===== config.mk =====
export PLATFORM = sky130hd
export DESIGN_NAME = pump_config_bank
export DESIGN_NICKNAME = d
export VERILOG_FILES = /design/src/pump_pkg.sv /design/src/pump_if.sv /design/src/pump_config_bank.sv /design/src/pump_current_calc.sv
export VERILOG_INCLUDE_DIRS = /design/src /design/src/src
export SDC_FILE = /design/constraint.sdc
export NUM_CORES = 1
export LEC_CHECK = 0
export BUFFER_PORTS_ARGS = -buffer_cell sky130_fd_sc_hd__buf_2
export CAP_MARGIN = 20
export CORE_MARGIN = 8
export CORE_UTILIZATION = 54
export CTS_BUF_LIST = sky130_fd_sc_hd__clkbuf_4 sky130_fd_sc_hd__clkbuf_8 sky130_fd_sc_hd__clkbuf_16
export DETAILED_ROUTE_END_ITERATION = 8
export GPL_ROUTABILITY_DRIVEN = 0
export PLACE_DENSITY = 0.92
export SYNTH_ARGS = -nofsm -noshare
export SYNTH_HDL_FRONTEND = slang
export SYNTH_SLANG_ARGS = --single-unit
export TNS_END_PERCENT = 30

===== constraint.sdc =====
create_clock -name pclk -period 4.4 [get_ports pclk]
set_input_delay 0.88 -clock pclk [delete_from_list [all_inputs] [get_ports pclk]]
set_output_delay 0.88 -clock pclk [all_outputs]
set_load 0.1 [all_outputs]

===== src/pump_params.svh =====
`ifndef PUMP_PARAMS_SVH
`define PUMP_PARAMS_SVH

// ----------------------------------------------------------------
// Register indices (byte address is four times the index)
// ----------------------------------------------------------------
`define IDX_INT_PUMP_CONFIG   8'h28
`define IDX_EXT_PUMP_CONFIG   8'h29
`define IDX_EXT_DOWN_CODE     8'h2a
`define IDX_PUMP_STATUS       8'h2b
`define IDX_PUMP_MODE         8'h2c

// ----------------------------------------------------------------
// Reset values
// ----------------------------------------------------------------
`define RST_INT_PUMP_CONFIG   16'h101c
`define RST_EXT_PUMP_CONFIG   16'h0810
`define RST_EXT_DOWN_CODE     16'h0210
`define RST_PUMP_MODE         16'h0000

// ----------------------------------------------------------------
// Field positions
// ----------------------------------------------------------------
`define EXT_UP_MSB            11
`define EXT_UP_LSB            7
`define EXT_MULT_MSB          6
`define EXT_MULT_LSB          5
`define INT_DOWN_MSB          4
`define INT_DOWN_LSB          0
`define INT_UP_MSB            12
`define INT_UP_LSB            8
`define INT_MULT_MSB          7
`define INT_MULT_LSB          6
`define EXT_DOWN_MSB          4
`define EXT_DOWN_LSB          0
`define MODE_EXT_BIT          0

// ----------------------------------------------------------------
// Multipliers in quarter steps: 1x, 2x, 1.5x, 2.5x
// ----------------------------------------------------------------
`define MULT_Q_CODE0          4'h4
`define MULT_Q_CODE1          4'h8
`define MULT_Q_CODE2          4'h6
`define MULT_Q_CODE3          4'ha

`define PUMP_CODE_OFF         5'h00

`endif


===== src/pump_pkg.sv =====
package pump_pkg;

  typedef logic [4:0] code_t;
  typedef logic [1:0] mult_t;
  typedef logic [9:0] current_t;

  // Selected pump settings and derived current
  typedef struct packed {
    code_t    up_code;
    code_t    down_code;
    mult_t    multiplier;
    current_t loop_current;
    logic     up_off;
    logic     down_off;
    logic     code_mismatch;
  } calc_state_s;

  typedef struct packed {
    logic [15:0] internal_pump_config;
    logic [15:0] external_pump_config;
    logic [15:0] ext_down_code_register;
    logic [15:0] mode_register;
    logic [31:0] prdata;
    logic        pready;
    logic        pslverr;
  } bank_state_s;

endpackage


===== src/pump_if.sv =====
`timescale 1ns/10ps

interface pump_if;
  logic               ext_mode;
  pump_pkg::code_t    up_code;
  pump_pkg::code_t    down_code;
  pump_pkg::mult_t    multiplier;
  pump_pkg::calc_state_s result;

  modport bank (output ext_mode, output up_code, output down_code,
                output multiplier, input result);
  modport calc (input ext_mode, input up_code, input down_code,
                input multiplier, output result);
endinterface // pump_if


===== src/pump_config_bank.sv =====
// Design decision made here: register access over APB.
`timescale 1ns/10ps
`include "pump_params.svh"

module pump_config_bank #(
  parameter int ADDR_W = 10
) (
  input  wire logic              pclk,
  input  wire logic              presetn,
  input  wire logic              psel,
  input  wire logic              penable,
  input  wire logic              pwrite,
  input  wire logic [ADDR_W-1:0] paddr,
  input  wire logic [31:0]       pwdata,
  output logic      [31:0]       prdata,
  output logic                   pready,
  output logic                   pslverr,
  output logic                   ext_mode,
  output pump_pkg::code_t        pump_up_code,
  output pump_pkg::code_t        pump_down_code,
  output pump_pkg::mult_t        pump_multiplier,
  output pump_pkg::current_t     loop_current,
  output logic                   pump_up_off,
  output logic                   pump_down_off,
  output logic                   pump_code_mismatch
);

  // ----------------------------------------------------------------
  // State
  // ----------------------------------------------------------------
  pump_pkg::bank_state_s state_reg;
  pump_pkg::bank_state_s state_next;
  pump_if                pif ();

  logic [7:0]  reg_index;
  logic        setup_phase;
  logic        write_done;
  logic        hit;
  logic [15:0] read_word;
  logic [15:0] status_word;

  // ----------------------------------------------------------------
  // Field selection per mode
  // ----------------------------------------------------------------
  // Only the active set reaches the pump; the other set is held but unused
  always_comb begin
    pif.ext_mode = state_reg.mode_register[`MODE_EXT_BIT];
    if (pif.ext_mode) begin
      pif.up_code    = state_reg.external_pump_config[`EXT_UP_MSB:`EXT_UP_LSB];
      pif.down_code  = state_reg.ext_down_code_register[`EXT_DOWN_MSB:`EXT_DOWN_LSB];
      pif.multiplier = state_reg.external_pump_config[`EXT_MULT_MSB:`EXT_MULT_LSB];
    end else begin
      pif.up_code    = state_reg.internal_pump_config[`INT_UP_MSB:`INT_UP_LSB];
      pif.down_code  = state_reg.external_pump_config[`INT_DOWN_MSB:`INT_DOWN_LSB];
      pif.multiplier = state_reg.internal_pump_config[`INT_MULT_MSB:`INT_MULT_LSB];
    end
  end

  // ----------------------------------------------------------------
  // Pump stage
  // ----------------------------------------------------------------
  // Registered stage keeps the pump outputs free of decode glitches
  pump_current_calc u_calc (
    .pclk    (pclk),
    .presetn (presetn),
    .pif     (pif.calc)
  );

  // ----------------------------------------------------------------
  // Status word
  // ----------------------------------------------------------------
  // Mismatch is reported, not corrected: keeping codes equal is software's job
  always_comb begin
    status_word        = '0;
    status_word[9:0]   = pif.result.loop_current;
    status_word[10]    = pif.ext_mode;
    status_word[11]    = pif.result.code_mismatch;
    status_word[12]    = pif.result.up_off;
    status_word[13]    = pif.result.down_off;
  end

  // ----------------------------------------------------------------
  // APB decode
  // ----------------------------------------------------------------
  always_comb begin
    reg_index   = paddr[ADDR_W-1:2];
    setup_phase = psel && !penable;
    // Store only at the access edge that the master samples
    write_done  = psel && penable && state_reg.pready && pwrite;
    unique case (reg_index)
      `IDX_INT_PUMP_CONFIG: begin
        hit       = 1'b1;
        read_word = state_reg.internal_pump_config;
      end
      `IDX_EXT_PUMP_CONFIG: begin
        hit       = 1'b1;
        read_word = state_reg.external_pump_config;
      end
      `IDX_EXT_DOWN_CODE: begin
        hit       = 1'b1;
        read_word = state_reg.ext_down_code_register;
      end
      `IDX_PUMP_STATUS: begin
        hit       = 1'b1;
        read_word = status_word;
      end
      `IDX_PUMP_MODE: begin
        hit       = 1'b1;
        read_word = state_reg.mode_register;
      end
      default: begin
        hit       = 1'b0;
        read_word = '0;
      end
    endcase
  end

  // ----------------------------------------------------------------
  // Next state
  // ----------------------------------------------------------------
  always_comb begin
    state_next = state_reg;
    // One wait-free access phase: ready rises for the cycle after setup
    state_next.pready = setup_phase;
    if (setup_phase) begin
      state_next.pslverr = !hit;
      // Word taken at setup, so the access needs no wait
      state_next.prdata  = pwrite ? 32'h0000_0000 : {16'h0000, read_word};
    end else begin
      state_next.pslverr = 1'b0;
      state_next.prdata  = '0;
    end
    // Reserved bits of the three config registers are stored as written; software keeps them at fixed values
    if (write_done && hit) begin
      unique case (reg_index)
        `IDX_INT_PUMP_CONFIG: begin
          state_next.internal_pump_config = pwdata[15:0];
        end
        `IDX_EXT_PUMP_CONFIG: begin
          state_next.external_pump_config = pwdata[15:0];
        end
        `IDX_EXT_DOWN_CODE: begin
          state_next.ext_down_code_register = pwdata[15:0];
        end
        `IDX_PUMP_MODE: begin
          // Only the mode bit is kept; the rest reads zero
          state_next.mode_register = {15'h0000, pwdata[`MODE_EXT_BIT]};
        end
        `IDX_PUMP_STATUS: begin
          // Read-only: write accepted and dropped
          state_next.mode_register = state_reg.mode_register;
        end
        default: begin
          state_next.mode_register = state_reg.mode_register;
        end
      endcase
    end
  end

  // ----------------------------------------------------------------
  // Registers
  // ----------------------------------------------------------------
  always_ff @(posedge pclk or negedge presetn) begin
    if (!presetn) begin
      state_reg.internal_pump_config   <= `RST_INT_PUMP_CONFIG;
      state_reg.external_pump_config   <= `RST_EXT_PUMP_CONFIG;
      state_reg.ext_down_code_register <= `RST_EXT_DOWN_CODE;
      state_reg.mode_register          <= `RST_PUMP_MODE;
      state_reg.prdata                 <= '0;
      state_reg.pready                 <= 1'b0;
      state_reg.pslverr                <= 1'b0;
    end else begin
      state_reg <= state_next;
    end
  end

  // ----------------------------------------------------------------
  // Outputs
  // ----------------------------------------------------------------
  // software keeps even codes
  assign prdata             = state_reg.prdata;
  assign pready             = state_reg.pready;
  assign pslverr            = state_reg.pslverr;
  assign ext_mode           = state_reg.mode_register[`MODE_EXT_BIT];
  // Pump outputs lag a register write by one edge
  assign pump_up_code       = pif.result.up_code;
  assign pump_down_code     = pif.result.down_code;
  assign pump_multiplier    = pif.result.multiplier;
  assign loop_current       = pif.result.loop_current;
  assign pump_up_off        = pif.result.up_off;
  assign pump_down_off      = pif.result.down_off;
  assign pump_code_mismatch = pif.result.code_mismatch;

endmodule // pump_config_bank


===== src/pump_current_calc.sv =====
`timescale 1ns/10ps
`include "pump_params.svh"

module pump_current_calc (
  input  wire logic pclk,
  input  wire logic presetn,
  pump_if.calc      pif
);

  pump_pkg::calc_state_s state_reg;
  pump_pkg::calc_state_s state_next;
  logic [3:0]            mult_q;
  logic [5:0]            base_sum;

  always_comb begin
    unique case (pif.multiplier)
      2'h0: mult_q = `MULT_Q_CODE0;
      2'h1: mult_q = `MULT_Q_CODE1;
      2'h2: mult_q = `MULT_Q_CODE2;
      2'h3: mult_q = `MULT_Q_CODE3;
    endcase
    base_sum = {1'b0, pif.up_code} + {1'b0, pif.down_code};
    state_next            = state_reg;
    state_next.up_code    = pif.up_code;
    state_next.down_code  = pif.down_code;
    state_next.multiplier = pif.multiplier;
    state_next.loop_current = {4'h0, base_sum} * {6'h0, mult_q};
    state_next.up_off     = (pif.up_code == `PUMP_CODE_OFF);
    state_next.down_off   = (pif.down_code == `PUMP_CODE_OFF);
    state_next.code_mismatch = (pif.up_code != pif.down_code);
  end

  always_ff @(posedge pclk or negedge presetn) begin
    if (!presetn) begin
      state_reg <= '0;
    end else begin
      state_reg <= state_next;
    end
  end

  assign pif.result = state_reg;

endmodule // pump_current_calc


==> impl_metrics.env, run 1 <==
export IMPL_tns_ns=0
export IMPL_clock_sinks=91
export IMPL_diodes=0
export IMPL_htreeDepth=3
export IMPL_tightest_slew_ns=1.05
export IMPL_drive_gt1_share_pct=43.0
export IMPL_crit_start="ext_mode"
export IMPL_max_freq_ghz=0.242
export IMPL_die_w_um=108
export IMPL_clk_latency_ns=0.35
export IMPL_fin_skew_ns=0.00851
export IMPL_synth_top_area_share_pct=45.0
export IMPL_max_slew_margin_pct=30.0
export IMPL_crit_required_ns=4.67
export IMPL_synth_edff_count=0
export IMPL_synth_area_leaders="dfrtp_1 (45%), mux2_2 (16%), buf_4 (6.0%), ha_1 (4.9%), dfstp_2 (4.6%)"
export IMPL_switchingPower_uw=415
export IMPL_cp_start_kind="register"
export IMPL_p_leak_nw=2.76
export IMPL_irDropWorstVdd_uv=205
export IMPL_final_cell_mix="dfrtp_1 (82), buf_2 (70), mux2_2 (66)"
export IMPL_post_cts_resized=0
export IMPL_drt_pass1_iter_count=4
export IMPL_wl_met1_mm=4.04
export IMPL_min_period_over_period_pct=93.9
export IMPL_setup_violations=0
export IMPL_combPwrFrac_pct=9.5
export IMPL_grt_max_degree=92
export IMPL_critical_path_top_delay_family="adder cells"
export IMPL_cap_violations=0
export IMPL_crit_path_cell_trace="mux2_2 -> ha_1 -> fa_1 -> a21o_1 -> a21oi_1 -> xor2_1 -> nand2b_1 -> fa_1 -> inv_1 -> ha_1 -> ha_1 -> a21oi_1 -> o211ai_1 -> a21oi_1 -> xnor2_1"
export IMPL_track_usage_pct=17.9
export IMPL_io_pins=107
export IMPL_drtIter0Drc=147
export IMPL_post_route_min_period_ns=4.13
export IMPL_syn2layout_area_growth_pct=11.1
export IMPL_min_path_type="in -> async"
export IMPL_synthCells=358
export IMPL_postSynthAreaPerCell_um2=12.9
export IMPL_seq_power_share_pct=51.5
export IMPL_grt_pass1_wl_mm=16.2
export IMPL_worst_setup_path_end_kind="register"
export IMPL_rr_endpoint="u_calc.pif.result[12]"
export IMPL_fp_dieH_um=108
export IMPL_largest_register_ff_count=48
export IMPL_worstSetupPathType="reg -> reg"
export IMPL_avgRoutedWirePerCell_um=19.4
export IMPL_drt_total_wl_mm=10.2
export IMPL_syn_area_um2=4610
export IMPL_postRouteAntennaNets=0
export IMPL_overflow=0
export IMPL_dpl_instance_area_um2=4840
export IMPL_clk_pin_slew_ns=0.09
export IMPL_crit_buf_inv=1
export IMPL_vias=2916
export IMPL_clockBufferDepth=2
export IMPL_reg2reg_slack_ns=0.27
export IMPL_yosysTopAreaCell="dfrtp_1"
export IMPL_dr_wl_met2_mm=5.19
export IMPL_core_area_um2=8260
export IMPL_final_nets=487
export IMPL_crit_fanout=7
export IMPL_synth_seq_cells=91
export IMPL_vias_per_cell=5.54
export IMPL_ys_seq_area_share_pct=49.6
export IMPL_final_common_cell="dfrtp_1"
export IMPL_yosysWarnings=0
export IMPL_dp_final_hpwl_mm=7.13
export IMPL_swShare_pct=25.3
export IMPL_hold_viol=0
export IMPL_root_buffer="clkbuf_8"
export IMPL_cts_buffers=9
export IMPL_internal_power_mw=1.22
export IMPL_synth_ff_type="dfrtp_1"
export IMPL_final_area_um2=5120
export IMPL_grt_pass1_vias=3146
export IMPL_rsz0062_at_grt="false"
export IMPL_postSynth_asyncResetShare_pct=100
export IMPL_ff2ff_path_depth=15
export IMPL_worstPathArrival_ns=4.40
export IMPL_cts_tree="done"
export IMPL_r2r_start="ext_mode"
export IMPL_dr_max_layer_used="met5"
export IMPL_synth_distinct_cells=39
export IMPL_cp_slowest_cell="dfrtp_2"
export IMPL_drcViolationCount=0
export IMPL_fp_dieArea_um2=11800
export IMPL_start_util_pct=55.9
export IMPL_powerDensity_nw_per_um2=320
export IMPL_clockPowerShare_pct=39.1
export IMPL_status="complete, no violations"
export IMPL_maxSlewViolCount=0
export IMPL_max_stage_delay_ns=0.48
export IMPL_antenna_found_initial=1
export IMPL_met3_length_um=758
export IMPL_io_buffers=71
export IMPL_rows=33
==> how the worst max path moves through the flow <==
stage | cells after the start | end
2_1_floorplan | 18 | u_calc.pif.result[11]
3_3_place_gp | 15 | u_calc.pif.result[12]
3_5_place_dp | 15 | u_calc.pif.result[12]
4_1_cts | 15 | u_calc.pif.result[12]
5_1_grt | 15 | u_calc.pif.result[12]
6_report | 15 | u_calc.pif.result[12]
==> power by group through the flow <==
stage,clock [mW],sequential [mW],combinational [mW]
after CTS,0.643,0.843,0.151
after global placement,0,0.859,0.149
final,0.641,0.843,0.155
after floorplan,0,0.878,0.0999
after global routing,0.678,0.844,0.164
after detailed placement,0,0.860,0.151
==> cells by family (layout without fill, tap and decap cells) <==
family	after synthesis	count (layout)	share of synthesized area (%)
other	1	17	0.0813
and+or+nand+nor	70	70	8.60
AOI/OAI and AO/OA	28	28	4.09
muxes	77	77	20.4
xor gates and xnor gates	7	7	1.33
DFF	91	91	49.6
buffers and inverters	60	107	8.46
adders and majority gates	24	24	7.48
==> cells in the mapped netlist, drive strengths merged (7+ instances only) <==
library cell  instances
dfstp                 8
and3                  8
inv                  15
dfrtp                83
mux4                  7
ha                   18
nor2                 23
buf                  43
mux2                 66
nand2                13
a21oi                 8
==> what timing repair did <==
| item | in CTS | in global routing |
|---|---|---|
| setup buffers | 0 | 3 |
| setup endpoints to repair | 0 | 1 |
| hold buffers | 0 | 0 |
==> area by class of cell <==
cell class	count	area [um^2]
Inverter	15	56.3
Clock inverter	4	72.6
Fill cell	626	3130
Timing Repair Buffer	76	415
Sequential cell	91	2290
Multi-Input combinational cell	223	2000
Tap cell	105	131
Clock buffer	12	159
==> metal layers <==
metal | vias to the layer above | global-route usage (%)
met5 | - | 0
met4 | 2 | 6.16
met3 | 19 | 5.95
met2 | 95 | 30.0
met1 | 1490 | 21.0
li1 | 1310 | -
==> stage by stage <==
step	setup WS, ns	util [%]	instances	hold slack [ns]	total power, mW
floorplan	0.0476	-	374	0.475	0.978
global placement	0.366	58.7	506	0.485	1.01
detailed placement	0.218	58.7	506	0.496	1.01
CTS	0.173	61.5	522	0.516	1.64
global route	0.0979	62.1	526	0.363	1.69
finish	0.268	62.1	526	0.370	1.64
Power figures use the tool's default switching activity.
==> inputs of run 2 (changes only) <==
CORE_UTILIZATION = 25   (was 54)
PLACE_DENSITY = 0.55   (was 0.92)
==> run 2 against run 1 <==
Effect of this change: die area rose by 96%; hold slack better by 0.14 ns; critical path depth unchanged; flip-flop and latch count unchanged; utilization fell by 33 points; critical endpoint unchanged; global-route usage decreased by 7.9 points; via count fell by 4.0%; clock-buffer cell count unchanged; clock power increased by 10%; final cell count is 24% higher.
==> impl_metrics.env, run 2 (same netlist as run 1, synthesis figures left out) <==
export IMPL_largest_register_ff_count=48
export IMPL_tns_ns=0
export IMPL_seq_area_um2=2290
export IMPL_max_slew_margin_pct=30.7
export IMPL_irDropWorstVdd_uv=158
export IMPL_io_buffers=71
export IMPL_vias=2798
export IMPL_grt_max_degree=54
export IMPL_powerDensity_nw_per_um2=321
export IMPL_switchingPower_uw=427
export IMPL_fin_skew_ns=0.00820
export IMPL_combPwrFrac_pct=9.0
export IMPL_final_core_util_pct=29.5
export IMPL_drt_total_wl_mm=11.1
export IMPL_clock_sinks=91
export IMPL_final_common_cell="dfrtp_1"
export IMPL_swShare_pct=25.0
export IMPL_multi_input_area_um2=2000
export IMPL_drcViolationCount=0
export IMPL_worstPathArrival_ns=4.33
export IMPL_avgRoutedWirePerCell_um=17.1
export IMPL_vias_per_cell=4.30
export IMPL_start_util_pct=25.6
export IMPL_io_pins=107
export IMPL_p_leak_nw=2.79
export IMPL_postRouteAntennaNets=0
export IMPL_die_w_um=152
export IMPL_setup_ws_ns=0.319
export IMPL_crit_required_ns=4.65
export IMPL_hold_viol=0
export IMPL_overflow=0
export IMPL_grt_pass1_wl_mm=18.2
export IMPL_cts_buffers=9
export IMPL_setup_violations=0
export IMPL_cp_start_kind="register"
export IMPL_cap_violations=0
export IMPL_post_route_min_period_ns=4.08
export IMPL_fill_cells=1892
export IMPL_dp_final_hpwl_mm=8.31
export IMPL_fp_dieH_um=152
export IMPL_min_period_over_period_pct=92.7
export IMPL_track_usage_pct=9.94
export IMPL_clk_latency_ns=0.33
export IMPL_clk_pin_slew_ns=0.06
export IMPL_clockBufferDepth=2
export IMPL_max_freq_ghz=0.245
export IMPL_maxSlewViolCount=0
export IMPL_grt_pass1_vias=3081
export IMPL_clockPowerShare_pct=41.5
export IMPL_seq_power_share_pct=49.5
export IMPL_tightest_slew_ns=1.04
export IMPL_internal_power_mw=1.28
export IMPL_min_path_type="reg -> reg"
export IMPL_diodes=0
export IMPL_rsz0062_at_grt="false"
export IMPL_drt_pass1_iter_count=4
export IMPL_cts_tree="done"
export IMPL_htreeDepth=3
export IMPL_fp_dieArea_um2=23100
export IMPL_drtIter0Drc=130
export IMPL_rows=49
export IMPL_root_buffer="clkbuf_16"
export IMPL_core_area_um2=18000
export IMPL_final_cell_mix="dfrtp_1 (82), buf_2 (70), mux2_2 (66)"
export IMPL_worst_setup_path_end_kind="register"
export IMPL_final_nets=489
export IMPL_pre_cts_ws_ns=0.259
export IMPL_crit_fanout=9
export IMPL_drive_gt1_share_pct=43.1
export IMPL_antenna_found_initial=1
export IMPL_syn2layout_area_growth_pct=15.3
export IMPL_worstSetupPathType="reg -> reg"
export IMPL_status="complete, no violations"
run 2: cell count changes in the layout (fill, tap and decap cells not counted):
cell / delta
clkbuf_8: -9
clkbuf_16: +9
clkinv_2: +2
buf_6: +1
bufinv_16: -2
clkinvlp_4: -1
buf_16: -1
buf_4: +2
run 2: timing repair:
action / CTS / global route
setup buffers: 0 / 4
resized for setup: 0 / 0
hold buffers: 0 / 0
endpoints found under the setup margin: 0 / 1
run 2: final timing paths:
path	startpoint	end	cells past startpoint	slack [ns]
min	state_reg[58]	state_reg[58]	1	0.51
max	ext_mode	u_calc.pif.result[12]	15	0.32
min in group asynchronous	presetn	prdata[15]	1	0.57
max in group asynchronous	presetn	state_reg[85]	2	2.82
max reg2reg	ext_mode	u_calc.pif.result[12]	15	0.32
min reg2reg	state_reg[58]	state_reg[58]	1	0.51
run 2: power by group through the flow:
| stage | clock network (mW) | logic (mW) | registers (mW) |
|---|---|---|---|
| 2_1_floorplan | 0 | 0.0999 | 0.878 |
| 3_3_place_gp | 0 | 0.152 | 0.860 |
| 3_5_place_dp | 0 | 0.155 | 0.860 |
| 4_1_cts | 0.736 | 0.155 | 0.844 |
| 5_1_grt | 0.783 | 0.164 | 0.844 |
| 6_report | 0.708 | 0.154 | 0.845 |
run 2: final cells by class:
class | count | share of cell area [%]
Clock buffer | 12 | 4.89
Sequential cell | 91 | 43.0
Tap cell | 229 | 5.38
Multi-Input combinational cell | 223 | 37.6
Clock inverter | 3 | 0.282
Timing Repair Buffer | 78 | 7.78
Inverter | 15 | 1.06
run 2: critical path, cell delays in order, from the launching register on:
cell	delay, ns
dfrtp_2	0.50
mux2_2	0.41
ha_1	0.23
fa_1	0.40
a21o_1	0.19
a21oi_1	0.17
xor2_1	0.24
nand2b_1	0.15
fa_1	0.40
inv_1	0.07
ha_1	0.24
ha_1	0.30
a21oi_1	0.22
o211ai_1	0.12
a21oi_1	0.19
xnor2_1	0.15
run 2: metal layers:
layer	GRT usage, %	vias to the layer above	part of all wire (%)
li1	-	1318	-
met1	12.4	1400	44
met2	16.2	66	49
met3	2.82	12	5.6
met4	3.39	2	1.4
met5	0	-	0.090
run 2: stage by stage:
stage | instance area (um^2) | total power, mW | hold slack (ns) | std cells
detailed placement | 5010 | 1.01 | 0.495 | 631
global route | 5320 | 1.79 | 0.524 | 651
finish | 5320 | 1.71 | 0.508 | 651
floorplan | 4680 | 0.978 | 0.475 | 374
CTS | 5280 | 1.74 | 0.509 | 646
global placement | 5010 | 1.01 | 0.484 | 631
